[src/pkg/serial_port_consts.vh]
// constants for the serial control port register block
// assumes inclusion by bare name from design files
`ifndef SERIAL_PORT_CONSTS_VH
`define SERIAL_PORT_CONSTS_VH
`define CMD_DIR_BIT       0
`define CMD_ADDR_LSB      1
`define CMD_ADDR_MSB      4
`define CMD_BURST_BIT     7
`define ADDR_RX_ALARM_MASK   4'h0
`define ADDR_RX_ALARM_STATUS 4'h1
`define ADDR_LCV_COUNT       4'h2
`define ADDR_CKSUM_COUNT     4'h3
`define ADDR_FRAME_COUNT     4'h4
`define ADDR_RX_CONTROL      4'h5
`define ADDR_SHARED_CONTROL  4'h6
`define ADDR_TX_CONTROL      4'h7
`define ADDR_TX_IDLE_1       4'h8
`define ADDR_TX_IDLE_2       4'h9
`define ADDR_TX_IDLE_3       4'ha
`define ADDR_TX_IDLE_4       4'hb
`define ADDR_TX_SPARE        4'hc
`define ADDR_TX_EXTRA        4'hd
`define ADDR_LAST            4'hd
`define ADDR_ZERO            4'h0
`define REG_COUNT            14
`define REG_RESET            8'h00
`define BIT_COUNT_LAST       3'h7
`define TX_CTRL_SPARE_INTL   4
`define TX_CTRL_SPARE_NATL   3
`define TX_CTRL_EXTRA        2
`endif

[src/edge_sync.v]
// two-flop synchroniser with rise and fall detect on the synced level
// assumes input is asynchronous to core_clk
`timescale 1ns/1ns
module edge_sync (
  input  wire core_clk,
  input  wire reset,
  input  wire async_in,
  output reg  level_q,
  output wire rise,
  output wire fall
);
  reg meta_q;
  reg sync_q;

  // first flop feeds only the second; edges come from later stages
  always @(posedge core_clk) begin
    if (reset) begin
      meta_q  <= 1'b0;
      sync_q  <= 1'b0;
      level_q <= 1'b0;
    end else begin
      meta_q  <= async_in;
      sync_q  <= meta_q;
      level_q <= sync_q;
    end
  end

  // edge terms compare the two settled stages
  assign rise = sync_q & ~level_q;
  assign fall = ~sync_q & level_q;
endmodule // edge_sync

[src/serial_control_port_regs.v]
// serial host port giving access to fourteen 8-bit line control registers
// assumes shift clock, chip select and data in are asynchronous pins;
// line-side events arrive as core_clk pulses from the line logic.
// Summary of operation
// RULE1 - first byte after chip select falls is always the command byte
// RULE2 - command bit 0 chooses direction: 0 write, 1 read
// RULE3 - command bits 1 to 4 hold register address, bit 4 msb
// RULE4 - host sends zero in command bits 5 and 6
// RULE5 - burst only when bit 7 set and address field is zero
// RULE6 - command and data bytes shift least significant bit first
// RULE7 - transfers start with chip select low; shift clock ignored when high
// RULE8 - serial input captured on rising shift clock edge
// RULE9 - serial output changes on falling edge, held until next falling
// RULE10 - chip select high aborts transfer and floats serial output
// RULE11 - after command, next eight clocks move one data byte
// RULE12 - serial output stays floating during any write access
// RULE13 - host completes whole burst before raising chip select
// RULE14 - port timing independent of line transmit and receive timing
// RULE15 - tx registers via tx line clock, rx and shared via rx clock
// RULE16 - alarm status is read only; all others read and write
// RULE17 - host writes zero into reserved register bits
// RULE18 - violation count is host-presettable 8-bit event counter
// RULE19 - checksum error count is host-presettable 8-bit event counter
// RULE20 - framing error count is host-presettable event counter
// RULE21 - alarm mask per source; status reports every receive alarm
// RULE22 - four idle select registers mark idle-replaced outgoing timeslots
// RULE23 - tx control enables spare and extra bit register substitution
// RULE24 - burst address steps upward from zero through thirteen
`timescale 1ns/1ns
`include "serial_port_consts.vh"
module serial_control_port_regs (
  input  wire        core_clk,
  input  wire        reset,
  input  wire        port_clock,
  input  wire        chip_select_n,
  input  wire        port_serial_in,
  output reg         port_serial_out,
  output reg         port_serial_out_oe,
  input  wire        tx_line_clock,
  input  wire        rx_line_clock,
  input  wire [7:0]  rx_alarm_level,
  input  wire        line_code_violation,
  input  wire        checksum_error,
  input  wire        framing_error,
  output wire [7:0]  rx_alarm_mask,
  output wire [7:0]  rx_control,
  output wire [7:0]  shared_control,
  output wire [7:0]  tx_control,
  output wire [31:0] tx_idle_select,
  output wire [7:0]  tx_spare_bits,
  output wire [7:0]  tx_extra_bits,
  output wire        spare_intl_enable,
  output wire        spare_natl_enable,
  output wire        extra_enable
);
  localparam ST_IDLE = 2'h0;
  localparam ST_CMD  = 2'h1;
  localparam ST_DATA = 2'h2;
  localparam ST_DONE = 2'h3;

  wire       sclk_lvl;
  wire       sclk_rise;
  wire       sclk_fall;
  wire       cs_n_lvl;
  wire       sdi_lvl;
  wire       tx_line_clock_rise;
  wire       rclk_rise;
  reg  [1:0] state_q;
  reg  [2:0] bit_cnt_q;
  reg  [7:0] shift_q;
  reg        dir_read_q;
  reg        burst_q;
  reg  [3:0] addr_q;
  reg  [7:0] out_byte_q;
  reg        out_armed_q;
  reg        wr_pend_q;
  reg  [3:0] wr_addr_q;
  reg  [7:0] wr_data_q;
  reg  [7:0] regs_q [0:`REG_COUNT-1];
  reg  [7:0] status_q;
  wire [7:0] next_shift;
  wire       wr_is_tx;
  wire       wr_go;
  reg  [7:0] rd_data;

  // RULE14 port pins resynchronised
  edge_sync u_sclk (
    .core_clk (core_clk),
    .reset    (reset),
    .async_in (port_clock),
    .level_q  (sclk_lvl),
    .rise     (sclk_rise),
    .fall     (sclk_fall)
  );
  edge_sync u_cs (
    .core_clk (core_clk),
    .reset    (reset),
    .async_in (chip_select_n),
    .level_q  (cs_n_lvl),
    .rise     (),
    .fall     ()
  );
  // data in delayed like the shift clock so rising-edge samples line up
  edge_sync u_sdi (
    .core_clk (core_clk),
    .reset    (reset),
    .async_in (port_serial_in),
    .level_q  (sdi_lvl),
    .rise     (),
    .fall     ()
  );
  edge_sync u_tx_line_clock (
    .core_clk (core_clk),
    .reset    (reset),
    .async_in (tx_line_clock),
    .level_q  (),
    .rise     (tx_line_clock_rise),
    .fall     ()
  );
  edge_sync u_rclk (
    .core_clk (core_clk),
    .reset    (reset),
    .async_in (rx_line_clock),
    .level_q  (),
    .rise     (rclk_rise),
    .fall     ()
  );

  // RULE6 lsb arrives first, so shift toward bit 0
  assign next_shift = {sdi_lvl, shift_q[7:1]};

  // read mux; status register lives outside the writable array
  always @* begin
    rd_data = `REG_RESET;
    if (addr_q == `ADDR_RX_ALARM_STATUS)
      rd_data = status_q;
    else if (addr_q <= `ADDR_LAST)
      rd_data = regs_q[addr_q];
  end

  // port sequencer: command byte, then data bytes
  always @(posedge core_clk) begin
    if (reset) begin
      state_q     <= ST_IDLE;
      bit_cnt_q   <= 3'h0;
      shift_q     <= 8'h00;
      dir_read_q  <= 1'b0;
      burst_q     <= 1'b0;
      addr_q      <= 4'h0;
      out_byte_q  <= 8'h00;
      out_armed_q <= 1'b0;
      port_serial_out    <= 1'b0;
      port_serial_out_oe <= 1'b0;
    end else if (cs_n_lvl) begin
      // RULE10 abort and float on deselect
      // RULE7 shift clock ignored while deselected
      state_q            <= ST_CMD;
      bit_cnt_q          <= 3'h0;
      out_armed_q        <= 1'b0;
      port_serial_out_oe <= 1'b0;
    end else begin
      if (state_q == ST_IDLE)
        state_q <= ST_CMD;
      // RULE8 capture on rising shift edge
      if (sclk_rise) begin
        shift_q   <= next_shift;
        bit_cnt_q <= bit_cnt_q + 3'h1;
        case (state_q)
          // RULE1 first byte is the command
          ST_CMD: begin
            if (bit_cnt_q == `BIT_COUNT_LAST) begin
              // RULE2 direction from bit 0
              dir_read_q <= next_shift[`CMD_DIR_BIT];
              // RULE3 address bits 4..1
              addr_q <= next_shift[`CMD_ADDR_MSB:`CMD_ADDR_LSB];
              // RULE5 burst needs zero address
              burst_q <= next_shift[`CMD_BURST_BIT] &
                (next_shift[`CMD_ADDR_MSB:`CMD_ADDR_LSB] == `ADDR_ZERO);
              state_q <= ST_DATA;
              out_armed_q <= next_shift[`CMD_DIR_BIT];
            end
          end
          // RULE11 eight clocks per data byte
          ST_DATA: begin
            if (bit_cnt_q == `BIT_COUNT_LAST) begin
              // RULE24 burst steps address upward
              if (burst_q && addr_q != `ADDR_LAST) begin
                addr_q      <= addr_q + 4'h1;
                out_armed_q <= dir_read_q;
              end else begin
                state_q <= ST_DONE;
              end
            end
          end
          default: begin
            state_q <= state_q;
          end
        endcase
      end
      // RULE9 output moves on falling edges only
      if (sclk_fall) begin
        if (out_armed_q && state_q == ST_DATA) begin
          // first fall after the command loads the byte, lsb out
          port_serial_out    <= rd_data[0];
          out_byte_q         <= {1'b0, rd_data[7:1]};
          out_armed_q        <= 1'b0;
          port_serial_out_oe <= 1'b1;
        end else if (state_q == ST_DATA && dir_read_q) begin
          port_serial_out <= out_byte_q[0];
          out_byte_q      <= {1'b0, out_byte_q[7:1]};
        end else begin
          // RULE12 no drive during writes or after the last byte
          port_serial_out_oe <= 1'b0;
        end
      end
    end
  end

  // a completed write byte waits for its line clock edge
  always @(posedge core_clk) begin
    if (reset) begin
      wr_pend_q <= 1'b0;
      wr_addr_q <= 4'h0;
      wr_data_q <= 8'h00;
    end else if (sclk_rise && !cs_n_lvl && state_q == ST_DATA &&
                 !dir_read_q && bit_cnt_q == `BIT_COUNT_LAST) begin
      wr_pend_q <= 1'b1;
      wr_addr_q <= addr_q;
      wr_data_q <= next_shift;
    end else if (wr_go) begin
      wr_pend_q <= 1'b0;
    end
  end

  // RULE15 tx addresses commit on tx clock, rx and shared on rx clock
  assign wr_is_tx = (wr_addr_q >= `ADDR_TX_CONTROL);
  assign wr_go    = wr_pend_q & (wr_is_tx ? tx_line_clock_rise : rclk_rise);

  // register array; counters share the storage and step on events
  genvar gi;
  generate
    for (gi = 0; gi < `REG_COUNT; gi = gi + 1) begin : g_reg
      always @(posedge core_clk) begin
        if (reset)
          regs_q[gi] <= `REG_RESET;
        // RULE16 status address has no storage writes
        else if (wr_go && wr_addr_q == gi &&
                 gi != `ADDR_RX_ALARM_STATUS)
          regs_q[gi] <= wr_data_q;
        // RULE18 violation counter
        else if (gi == `ADDR_LCV_COUNT && line_code_violation)
          regs_q[gi] <= regs_q[gi] + 8'h01;
        // RULE19 checksum counter
        else if (gi == `ADDR_CKSUM_COUNT && checksum_error)
          regs_q[gi] <= regs_q[gi] + 8'h01;
        // RULE20 framing counter
        else if (gi == `ADDR_FRAME_COUNT && framing_error)
          regs_q[gi] <= regs_q[gi] + 8'h01;
      end
    end
  endgenerate

  // RULE21 status follows each alarm source
  always @(posedge core_clk) begin
    if (reset)
      status_q <= `REG_RESET;
    else
      status_q <= rx_alarm_level;
  end

  // RULE21 mask out per source
  assign rx_alarm_mask  = regs_q[`ADDR_RX_ALARM_MASK];
  assign rx_control     = regs_q[`ADDR_RX_CONTROL];
  assign shared_control = regs_q[`ADDR_SHARED_CONTROL];
  assign tx_control     = regs_q[`ADDR_TX_CONTROL];
  // RULE22 idle slot map, register 1 lowest
  assign tx_idle_select = {regs_q[`ADDR_TX_IDLE_4], regs_q[`ADDR_TX_IDLE_3],
                           regs_q[`ADDR_TX_IDLE_2], regs_q[`ADDR_TX_IDLE_1]};
  assign tx_spare_bits  = regs_q[`ADDR_TX_SPARE];
  assign tx_extra_bits  = regs_q[`ADDR_TX_EXTRA];
  // RULE23 substitution enables
  assign spare_intl_enable = tx_control[`TX_CTRL_SPARE_INTL];
  assign spare_natl_enable = tx_control[`TX_CTRL_SPARE_NATL];
  assign extra_enable      = tx_control[`TX_CTRL_EXTRA];
endmodule // serial_control_port_regs

[config.mk]
export PLATFORM = sky130hd
export DESIGN_NAME = serial_control_port_regs
export DESIGN_NICKNAME = d
export VERILOG_FILES = /design/src/edge_sync.v /design/src/serial_control_port_regs.v
export VERILOG_INCLUDE_DIRS = /design/src /design/src/pkg
export SDC_FILE = /design/constraint.sdc
export NUM_CORES = 1
export LEC_CHECK = 0
export BUFFER_PORTS_ARGS = -buffer_cell sky130_fd_sc_hd__buf_2
export CORE_ASPECT_RATIO = 1.75
export CORE_UTILIZATION = 50
export DETAILED_ROUTE_END_ITERATION = 16
export PLACE_DENSITY = 0.74
export SYNTH_ARGS = -nofsm -noshare
export SYNTH_HDL_FRONTEND = slang
export SYNTH_HIERARCHICAL = 1
export SYNTH_SLANG_ARGS = --single-unit
[constraint.sdc]
create_clock -name core_clk -period 2.1 [get_ports core_clk]
set_input_delay 0.315 -clock core_clk [delete_from_list [all_inputs] [get_ports core_clk]]
set_output_delay 0.315 -clock core_clk [all_outputs]
set_load 0.005 [all_outputs]
==> results of run 1 <==
-- sequential cells by signal, indices dropped and copies added (netlist names), 2 cells and up, named ones only --
signal      cells
wr_data_q       8
state_q         2
wr_addr_q       4
out_byte_q      7
regs_q        104
addr_q          4
shift_q         7
status_q        8
bit_cnt_q       3
-- placed cells by master, fill, tap and decap left out, types with 6 or more instances in the layout --
cell type,n
a22oi_1,10
mux2i_1,35
nor2_1,60
edfxtp_1,104
mux2_2,7
nand3_1,28
nor2b_1,30
o221ai_1,7
and3_1,6
buf_2,102
nor3_1,10
clkbuf_16,18
buf_4,37
a21oi_1,32
nand4_1,6
a221oi_1,9
dfxtp_1,67
o21ai_0,18
nand2_1,49
and2_1,85
o32ai_1,9
mux4_2,14
xnor2_1,14
mux2_1,12
ha_1,12
-- worst register-to-register path: stages, from the launching register on --
cell,delay [ns]
dfxtp_1,0.34
nor2b_1,0.22
nand4b_1,0.27
nor3_1,0.74
and2_1,0.22
-- worst paths after layout --
path | start | end | slack [ns] | depth (start not counted)
worst max register to register | u_rclk/sync_q | regs_q[5][7] | 0.18 | 4
worst min register to register | u_cs/meta_q | u_cs/sync_q | 0.44 | 1
worst max-delay path | u_rclk/sync_q | regs_q[5][7] | 0.18 | 4
worst min-delay path | rx_alarm_level[3] | status_q[3] | 0.11 | 2
-- stage by stage --
stage / util [%] / std cells / hold slack [ns]
global placement: 56.0 / 1020 / 0.421
CTS: 59.6 / 1052 / 0.107
detailed placement: 56.0 / 1020 / 0.425
floorplan: - / 736 / 0.387
finish: 59.6 / 1052 / 0.113
global route: 59.6 / 1052 / 0.114
-- layer usage --
layer  routed length [um]  global-route usage [%]  vias to the layer above
li1                     -                       -                     2882
met1                 8140                    30.0                     3050
met2                11800                    48.3                      233
met3                 1100                    3.96                       74
met4                 1230                    16.0                        0
met5                    0                       0                        -
-- power groups by stage --
stage	Sequential, mW	Combinational, mW	Clock, mW
after floorplan	3.82	0.211	0
after global routing	3.79	0.405	3.27
after detailed placement	3.85	0.369	0
after global placement	3.86	0.364	0
after CTS	3.78	0.372	3.13
final	3.79	0.371	3.11
-- final cells by class --
cell class,count,area (um^2),area share [%]
Timing Repair Buffer,141,828,8.53
Clock inverter,12,124,1.28
Sequential cell,172,4490,46.2
Multi-Input combinational cell,509,3550,36.5
Inverter,6,22.5,0.232
Clock buffer,20,458,4.72
Tap cell,192,240,2.48
==> metrics.txt, run 1 <==
# setup viols final 0; PortBufs 102; biggest cell delay along the critical path 0.74 ns; Power Total 7.27 mW; Slew Viols, Final 0; Place WS 0.197 ns; clk buf depth 2; PwrDens 749 mW/mm^2; Seq pwr share 52.1%; WP buf/inv 0; crit-path leading delay family simple AND/OR/NAND/NOR gates; die width 99.4 um; H-tree depth 4; Fmax achieved 521 MHz; worst min-delay path category primary input to flip-flop; # diodes 0; Starting Density 51.0%; crit-path cells nor2b_1 -> nand4b_1 -> nor3_1 -> and2_1; fin nets 877; synthesized net count 766; gpl congestion 0.940; internal power 5.59 mW; I/O pin count 103; worst endpoint required time 2.39 ns; CP arrival 2.21 ns; combinational group share of total power 5.1%; setup bufs post-CTS 0; status finished, final reports clean; switching portion of total power 23.0%; routed length per instance 21.2 um; Synth Area per Inst 11.3 um^2; final hold viol count 0; Crit Path Class flip-flop to flip-flop; Net Sw Power 1.67 mW; Clock Power Share 42.8%; cells after synthesis 736; combined area of all synthesized cells 0.00830 mm^2; layout cells sized above 1 23.6%; Vias 6239; maxcap violations 0; DPL Wire Length 16400 um; routed vias/inst 5.93; fin worst setup slack 0.182 ns; clock latency on the worst-skew pair 0.42 ns; clk sinks 172; clock skew 0.0142 ns; fill cell count 1349; Final min period 1.92 ns; fin crit share 91.4%; CP Launch Type flip-flop; fin area 0.00971 mm^2; WL final 22300 um; TritonCTS Buffers 17; Crit Path Max Fanout 8; Clock transition at path regs 0.07 ns; Core Region 0.0163 mm^2; post-CTS sizing 0; unrepaired setup endpoints after global routing false; drt pass-1 iters 5; DP Area 0.00912 mm^2; DR iter-0 viols 371; Setup TNS 0 ns; CTS tree built; pin count of the biggest net entering global routing 46; die height 172 um; Lkg Pwr 3.71 nW; first-pass GRT wire length 34500 um; Area Overhead vs Synth 16.9%; number of global-route vias before repair 6183; initial antenna violation count 0; relative slew slack 45.3%; actual slew at the worst max-slew pin 0.815 ns; grt ovf 0; CP Capture Type flip-flop; DRC viols 0; maximum vdd drop 0.658 mV; Warnings, synthesis 6; die area 0.0171 mm^2; Critical-path top delay cell nor3_1; overall global routing resource usage 26.9%; Root Buffer clkbuf_16; Post-CTS Hold Buffers 0; standard-cell rows 62; Routed Antenna Nets 0
No activity file was read; power rests on OpenSTA's default activity.
==> inputs of run 2 (changes only) <==
CORE_UTILIZATION = 45   (was 50)
PLACE_DENSITY = 0.68   (was 0.74)
==> run 2 against run 1 <==
Effect of this change: cell count increased by 4.1%; worst hold slack got worse by 0.019 ns; count of clock-buffer cells in the layout decreased by 1; flip-flop and latch count unchanged; via count decreased by 0.74%; maximum frequency increased by 0.72%; first-iteration DRC count increased by 19%.
==> metrics.txt, run 2 (synthesis gave the netlist of run 1 again) <==
WL final 22500 um (+1.2%); Core Region 0.0181 mm^2 (+11%); number of global-route vias before repair 6181 (-0.032%); final core utilization 54.0% (-5.5 points); clk sinks 172 (unchanged); # setup viols final 0 (unchanged); H-tree depth 4 (unchanged); Starting Density 46.0% (-5.0 points); Lkg Pwr 3.71 nW (about the same); drt pass-1 iters 5 (unchanged); # diodes 0 (unchanged); CP arrival 2.24 ns (+0.03 ns); DPL Wire Length 16600 um (+0.99%); Final min period 1.90 ns (-0.0136 ns); Area Overhead vs Synth 17.5%; gpl congestion 0.919 (-2.2%); fin crit share 90.7% (-0.65 points); Slew Viols, Final 0 (unchanged); routed length per instance 20.6 um (-2.8%); Top reg by flops regs_q; maxcap violations 0 (unchanged); worst min-delay path category primary input to flip-flop; Clock transition at path regs 0.07 ns (about the same); Setup TNS 0 ns (unchanged); CP Launch Type flip-flop; DRC viols 0 (unchanged); PwrDens 734 mW/mm^2 (-2.0%); die area 0.0190 mm^2 (+11%); worst endpoint required time 2.44 ns (+0.05 ns); Routed Antenna Nets 0 (unchanged); post-CTS sizing 0 (unchanged); clk buf depth 2 (unchanged); CP Capture Type flip-flop; pin count of the biggest net entering global routing 32 (-30%); PortBufs 102 (unchanged); TritonCTS Buffers 17 (unchanged); Post-CTS Hold Buffers 0 (unchanged); routed vias/inst 5.66 (-4.6%); CTS tree built; layout cells sized above 1 23.9% (+0.32 points); grt ovf 0 (unchanged); first-pass GRT wire length 34900 um (+1.2%); Fmax achieved 525 MHz (+0.72%); most common cell after layout, fill and taps aside edfxtp_1; actual slew at the worst max-slew pin 0.798 ns (-0.0168 ns); Crit Path Class flip-flop to flip-flop; fin nets 878 (+0.11%); die height 182 um (+5.3%); I/O pin count 103 (unchanged); final hold viol count 0 (unchanged); maximum vdd drop 0.570 mV (-13%); Vias 6193 (-0.74%); biggest regs regs_q (104), status_q (8), wr_data_q (8); fill cell count 1628 (+21%); clock skew 0.0107 ns (-0.00347 ns); relative slew slack 46.4% (+1.1 points); Crit Path Max Fanout 8 (unchanged); die width 105 um (+5.3%); Root Buffer clkbuf_16; Largest register FFs 104 (unchanged); leading cell types in the layout, fill and taps excluded edfxtp_1, buf_2, and2_1, dfxtp_1, nor2_1; setup bufs post-CTS 0 (unchanged); status finished, final reports clean; DR iter-0 viols 440 (+19%); standard-cell rows 65 (+4.8%); initial antenna violation count 0 (unchanged); clock latency on the worst-skew pair 0.43 ns (about the same); overall global routing resource usage 24.4% (-2.5 points); unrepaired setup endpoints after global routing false
## run 2: worst paths after layout
path,startpoint,slack (ns),depth (start not counted),end
max,state_q[0],0.20,6,out_byte_q[0]
min reg2reg,u_sclk/meta_q,0.44,1,u_sclk/sync_q
max reg2reg,state_q[0],0.20,6,out_byte_q[0]
min,port_clock,0.09,2,u_sclk/meta_q
## run 2: where the power goes
part           total, mW  internal [mW]  switching [mW]  leakage [nW]
clock network       3.01           1.61            1.40         0.281
logic              0.373          0.171           0.202          1.78
registers           3.78           3.68          0.0974          1.64
total               7.16           5.47            1.70          3.71
## run 2: metal layers
| metal | global-route usage [%] | vias up | part of all wire (%) |
|---|---|---|---|
| met5 | 0 | - | 0 |
| met4 | 12.6 | 0 | 4.4 |
| met3 | 3.91 | 61 | 4.5 |
| met2 | 44.7 | 221 | 54 |
| met1 | 27.0 | 3024 | 37 |
| li1 | - | 2887 | - |
## run 2: area by class of cell
type / instances / area (um^2) / area share (%)
clock buffers: 19 / 454 / 4.65
clock inverters: 13 / 105 / 1.08
repair buffers: 142 / 848 / 8.69
multi-input cells: 509 / 3550 / 36.4
well taps: 234 / 293 / 3.00
inverters: 6 / 22.5 / 0.231
flip-flops and latches: 172 / 4490 / 46.0
## run 2: worst max-delay path, cell delays in order (launching register included)
cell and delay (ns):
dfxtp_1 0.34, inv_1 0.11, ha_1 0.24, nand2_1 0.13, nor4b_4 0.49, a221oi_1 0.21, o32ai_1 0.28
## run 2: metrics by stage
stage / instance area [um^2] / power [mW] / cells / setup slack (ns) / hold WS, ns
CTS: 9760 / 7.19 / 1095 / 0.149 / 0.0860
floorplan: 8300 / 4.03 / 736 / 0.206 / 0.387
detailed placement: 9200 / 4.22 / 1063 / 0.229 / 0.434
finish: 9760 / 7.16 / 1095 / 0.195 / 0.0943
global placement: 9200 / 4.22 / 1063 / 0.235 / 0.427
global route: 9760 / 7.35 / 1095 / 0.0218 / 0.0997
==> inputs of run 3 (changes only) <==
SYNTH_HIERARCHICAL = not set   (was 1)
==> run 3 against run 2 <==
Effect of this change: via count up 2.5%; critical path type unchanged; wire length down 1.4%; global-route usage down 1.1 points; worst setup slack worse by 0.026 ns; clock skew down 0.00081 ns; sequential power about the same; final area up 3.6%; clock power up 1%; worst hold slack worse by 0.0091 ns; critical path depth unchanged.
==> metrics.txt, run 3 <==
# diodes 0 (unchanged); fill cell count 1648 (+1.2%); unrepaired setup endpoints after global routing false; fin crit share 92.0% (+1.2 points); Fmax achieved 518 MHz (-1.4%); crit path capture out_byte_q[2]; Top reg by flops regs_q; biggest regs regs_q (104), status_q (8), wr_data_q (8); cell with the most instances after synthesis edfxtp_1; Routed Antenna Nets 0 (unchanged); Synth async-reset ratio 0%; Synth top cells by count edfxtp_1, and2_1, dfxtp_1, mux2i_1, nand2_1; combinational group share of total power 5.3% (about the same); synthesized net count 799 (+4.3%); met1 Track Usage GR 25.3% (-1.7 points); Post-synth EDFFs 104; ranking of synthesized cells by area edfxtp_1, dfxtp_1, and2_1; Crit Path Class flip-flop to flip-flop; clock latency on the worst-skew pair 0.44 ns (about the same); # setup viols final 0 (unchanged); die area 0.0197 mm^2 (+3.4%); Clock Power Share 42.3% (+0.3 points); met2 usage 43.8% (-0.84 points); sequential cell area 0.00449 mm^2 (unchanged); final hold viol count 0 (unchanged); Crit Path Max Fanout 33 (+25); area of the multi-input gates 0.00378 mm^2 (+6.4%); Starting Density 46.0% (about the same); Root Buffer clkbuf_16; combined area of all synthesized cells 0.00859 mm^2 (+3.4%); status finished, final reports clean; layout cells sized above 1 25.3% (+1.4 points); worst endpoint required time 2.43 ns (about the same); PwrDens 712 mW/mm^2 (-3.0%); grt ovf 0 (unchanged); die height 185 um (+1.7%); clk sinks 172 (unchanged); maxcap violations 0 (unchanged); number of global-route vias before repair 6222 (+0.66%); gpl congestion 0.856 (-6.9%); leading cell types in the layout, fill and taps excluded edfxtp_1, buf_2, and2_1, dfxtp_1, buf_4; Power Total 7.20 mW (+0.50%); routed vias/inst 5.57 (-1.5%); die width 106 um (+1.7%); first-pass GRT wire length 34200 um (-2.0%); initial antenna violation count 1 (+1); clk buf depth 2 (unchanged); CP arrival 2.26 ns (+0.02 ns); relative slew slack 46.8% (+0.44 points); Yosys reg bits 172; TritonCTS Buffers 17 (unchanged); post-CTS sizing 0 (unchanged); DPL Wire Length 16400 um (-1.1%); actual slew at the worst max-slew pin 0.791 ns (-0.00652 ns); Synth area leader edfxtp_1; Slew Viols, Final 0 (unchanged); fin nets 919 (+4.7%); CP Capture Type flip-flop; cells after synthesis 769 (+4.5%); Vias 6350 (+2.5%); routed length per instance 19.5 um (-5.3%); WL final 22200 um (-1.4%); H-tree depth 4 (unchanged); overall global routing resource usage 23.3% (-1.1 points); Final min period 1.93 ns (+0.0262 ns); drt pass-1 iters 5 (unchanged); met3 GRT Util 3.78% (-0.13 points); Synth Area per Inst 11.2 um^2 (-1.0%); most common cell after layout, fill and taps aside edfxtp_1; Lkg Pwr 3.83 nW (+3.2%); Reg2Reg Depth 6 (unchanged); CP Launch Type flip-flop; Seq/Total Area, Yosys 52.2%; I/O pin count 103 (unchanged); Seq pwr share 52.4% (-0.4 points); CTS tree built; Synth Flop Type edfxtp_1; Core Region 0.0187 mm^2 (+3.4%); internal power 5.51 mW (+0.77%); clock skew 0.00991 ns (-0.000815 ns); Setup TNS 0 ns (unchanged); DR iter-0 viols 463 (+5.2%); PortBufs 102 (unchanged); final core utilization 54.1% (+0.10 points); switching portion of total power 23.5% (-0.21 points); Area Overhead vs Synth 17.7%; pin count of the biggest net entering global routing 39 (+22%); maximum vdd drop 0.478 mV (-16%); standard-cell rows 66 (+1.5%); Clock transition at path regs 0.07 ns (about the same); gr busiest metal met2; Warnings, synthesis 0 (-6); post-synth cell types 65; worst min-delay path category primary input to flip-flop; share of the synthesized area in the top cell type 36.4%; Net Sw Power 1.69 mW (-0.40%); Post-CTS Hold Buffers 0 (unchanged); setup bufs post-CTS 0 (unchanged); DRC viols 0 (unchanged); Reg2Reg Setup Slack 0.17 ns (-0.03 ns); RR Endpoint out_byte_q[2]; Largest register FFs 104 (unchanged)
==> run 3: cell count changes in the layout (fill, tap and decap cells not counted), moves of 9 or more <==
cell      delta
o22ai_1      +9
buf_4       +12
a21oi_1      +9
o21bai_1     +9
mux2i_1     +11
a22oi_1     -10
nor2_1      -19
==> run 3: power groups by stage <==
stage                     Combinational (mW)  Sequential, mW  Clock, mW
after floorplan                        0.214            3.82          0
after global placement                 0.374            3.84          0
after detailed placement               0.379            3.85          0
after CTS                              0.381            3.77       3.07
after global routing                   0.417            3.78       3.21
final                                  0.380            3.77       3.05
==> run 3: kinds of logic after synthesis <==
kind of cell | share of synthesized area, %
muxes | 9.91
and+or+nand+nor | 19.5
AOI/OAI and AO/OA | 11.8
DFF | 52.2
buffers and inverters | 3.77
xor gates and xnor gates | 1.02
adders and majority gates | 1.75
==> run 3: area by class of cell <==
| class | count | share of cell area, % |
|---|---|---|
| Clock inverter | 15 | 1.36 |
| Multi-Input combinational cell | 532 | 37.4 |
| Sequential cell | 172 | 44.4 |
| Timing Repair Buffer | 153 | 9.24 |
| Inverter | 13 | 0.483 |
| Tap cell | 238 | 2.95 |
| Clock buffer | 17 | 4.21 |
==> run 3: how the worst min path moves through the flow <==
stage / from / endpoint / slack (ns) / depth (start not counted)
3_3_place_gp: u_sdi.meta_q / u_sdi.sync_q / 0.42 / 1
6_report: port_serial_in / u_sdi.meta_q / 0.09 / 2
3_5_place_dp: u_sdi.sync_q / u_sdi.level_q / 0.42 / 1
2_1_floorplan: u_cs.sync_q / u_cs.level_q / 0.41 / 1
5_1_grt: port_clock / u_sclk.meta_q / 0.1 / 2
4_1_cts: port_serial_in / u_sdi.meta_q / 0.07 / 2
==> run 3: layer usage <==
| metal | up-vias | part of all wire (%) |
|---|---|---|
| li1 | 3052 | - |
| met3 | 45 | 4.0 |
| met2 | 178 | 55 |
| met4 | 2 | 3.0 |
| met1 | 3073 | 38 |
| met5 | - | 0.059 |
==> run 3: metrics by stage <==
step           hold WS [ns]  setup slack [ns]  cells  instance area (um^2)
6_report             0.0852             0.169   1140                 10100
5_1_grt              0.0966            0.0363   1140                 10100
4_1_cts              0.0746             0.170   1140                 10100
3_5_place_dp          0.425             0.182   1108                  9540
3_3_place_gp          0.420             0.196   1108                  9540
2_1_floorplan         0.414             0.149    769                  8590
==> run 3: worst max-delay path: stages (launching register included) <==
cell and delay [ns]:
dfxtp_2 0.34, buf_12 0.23, and2_0 0.42, o2bb2ai_1 0.17, a211oi_1 0.12, buf_4 0.20, o41ai_2 0.32
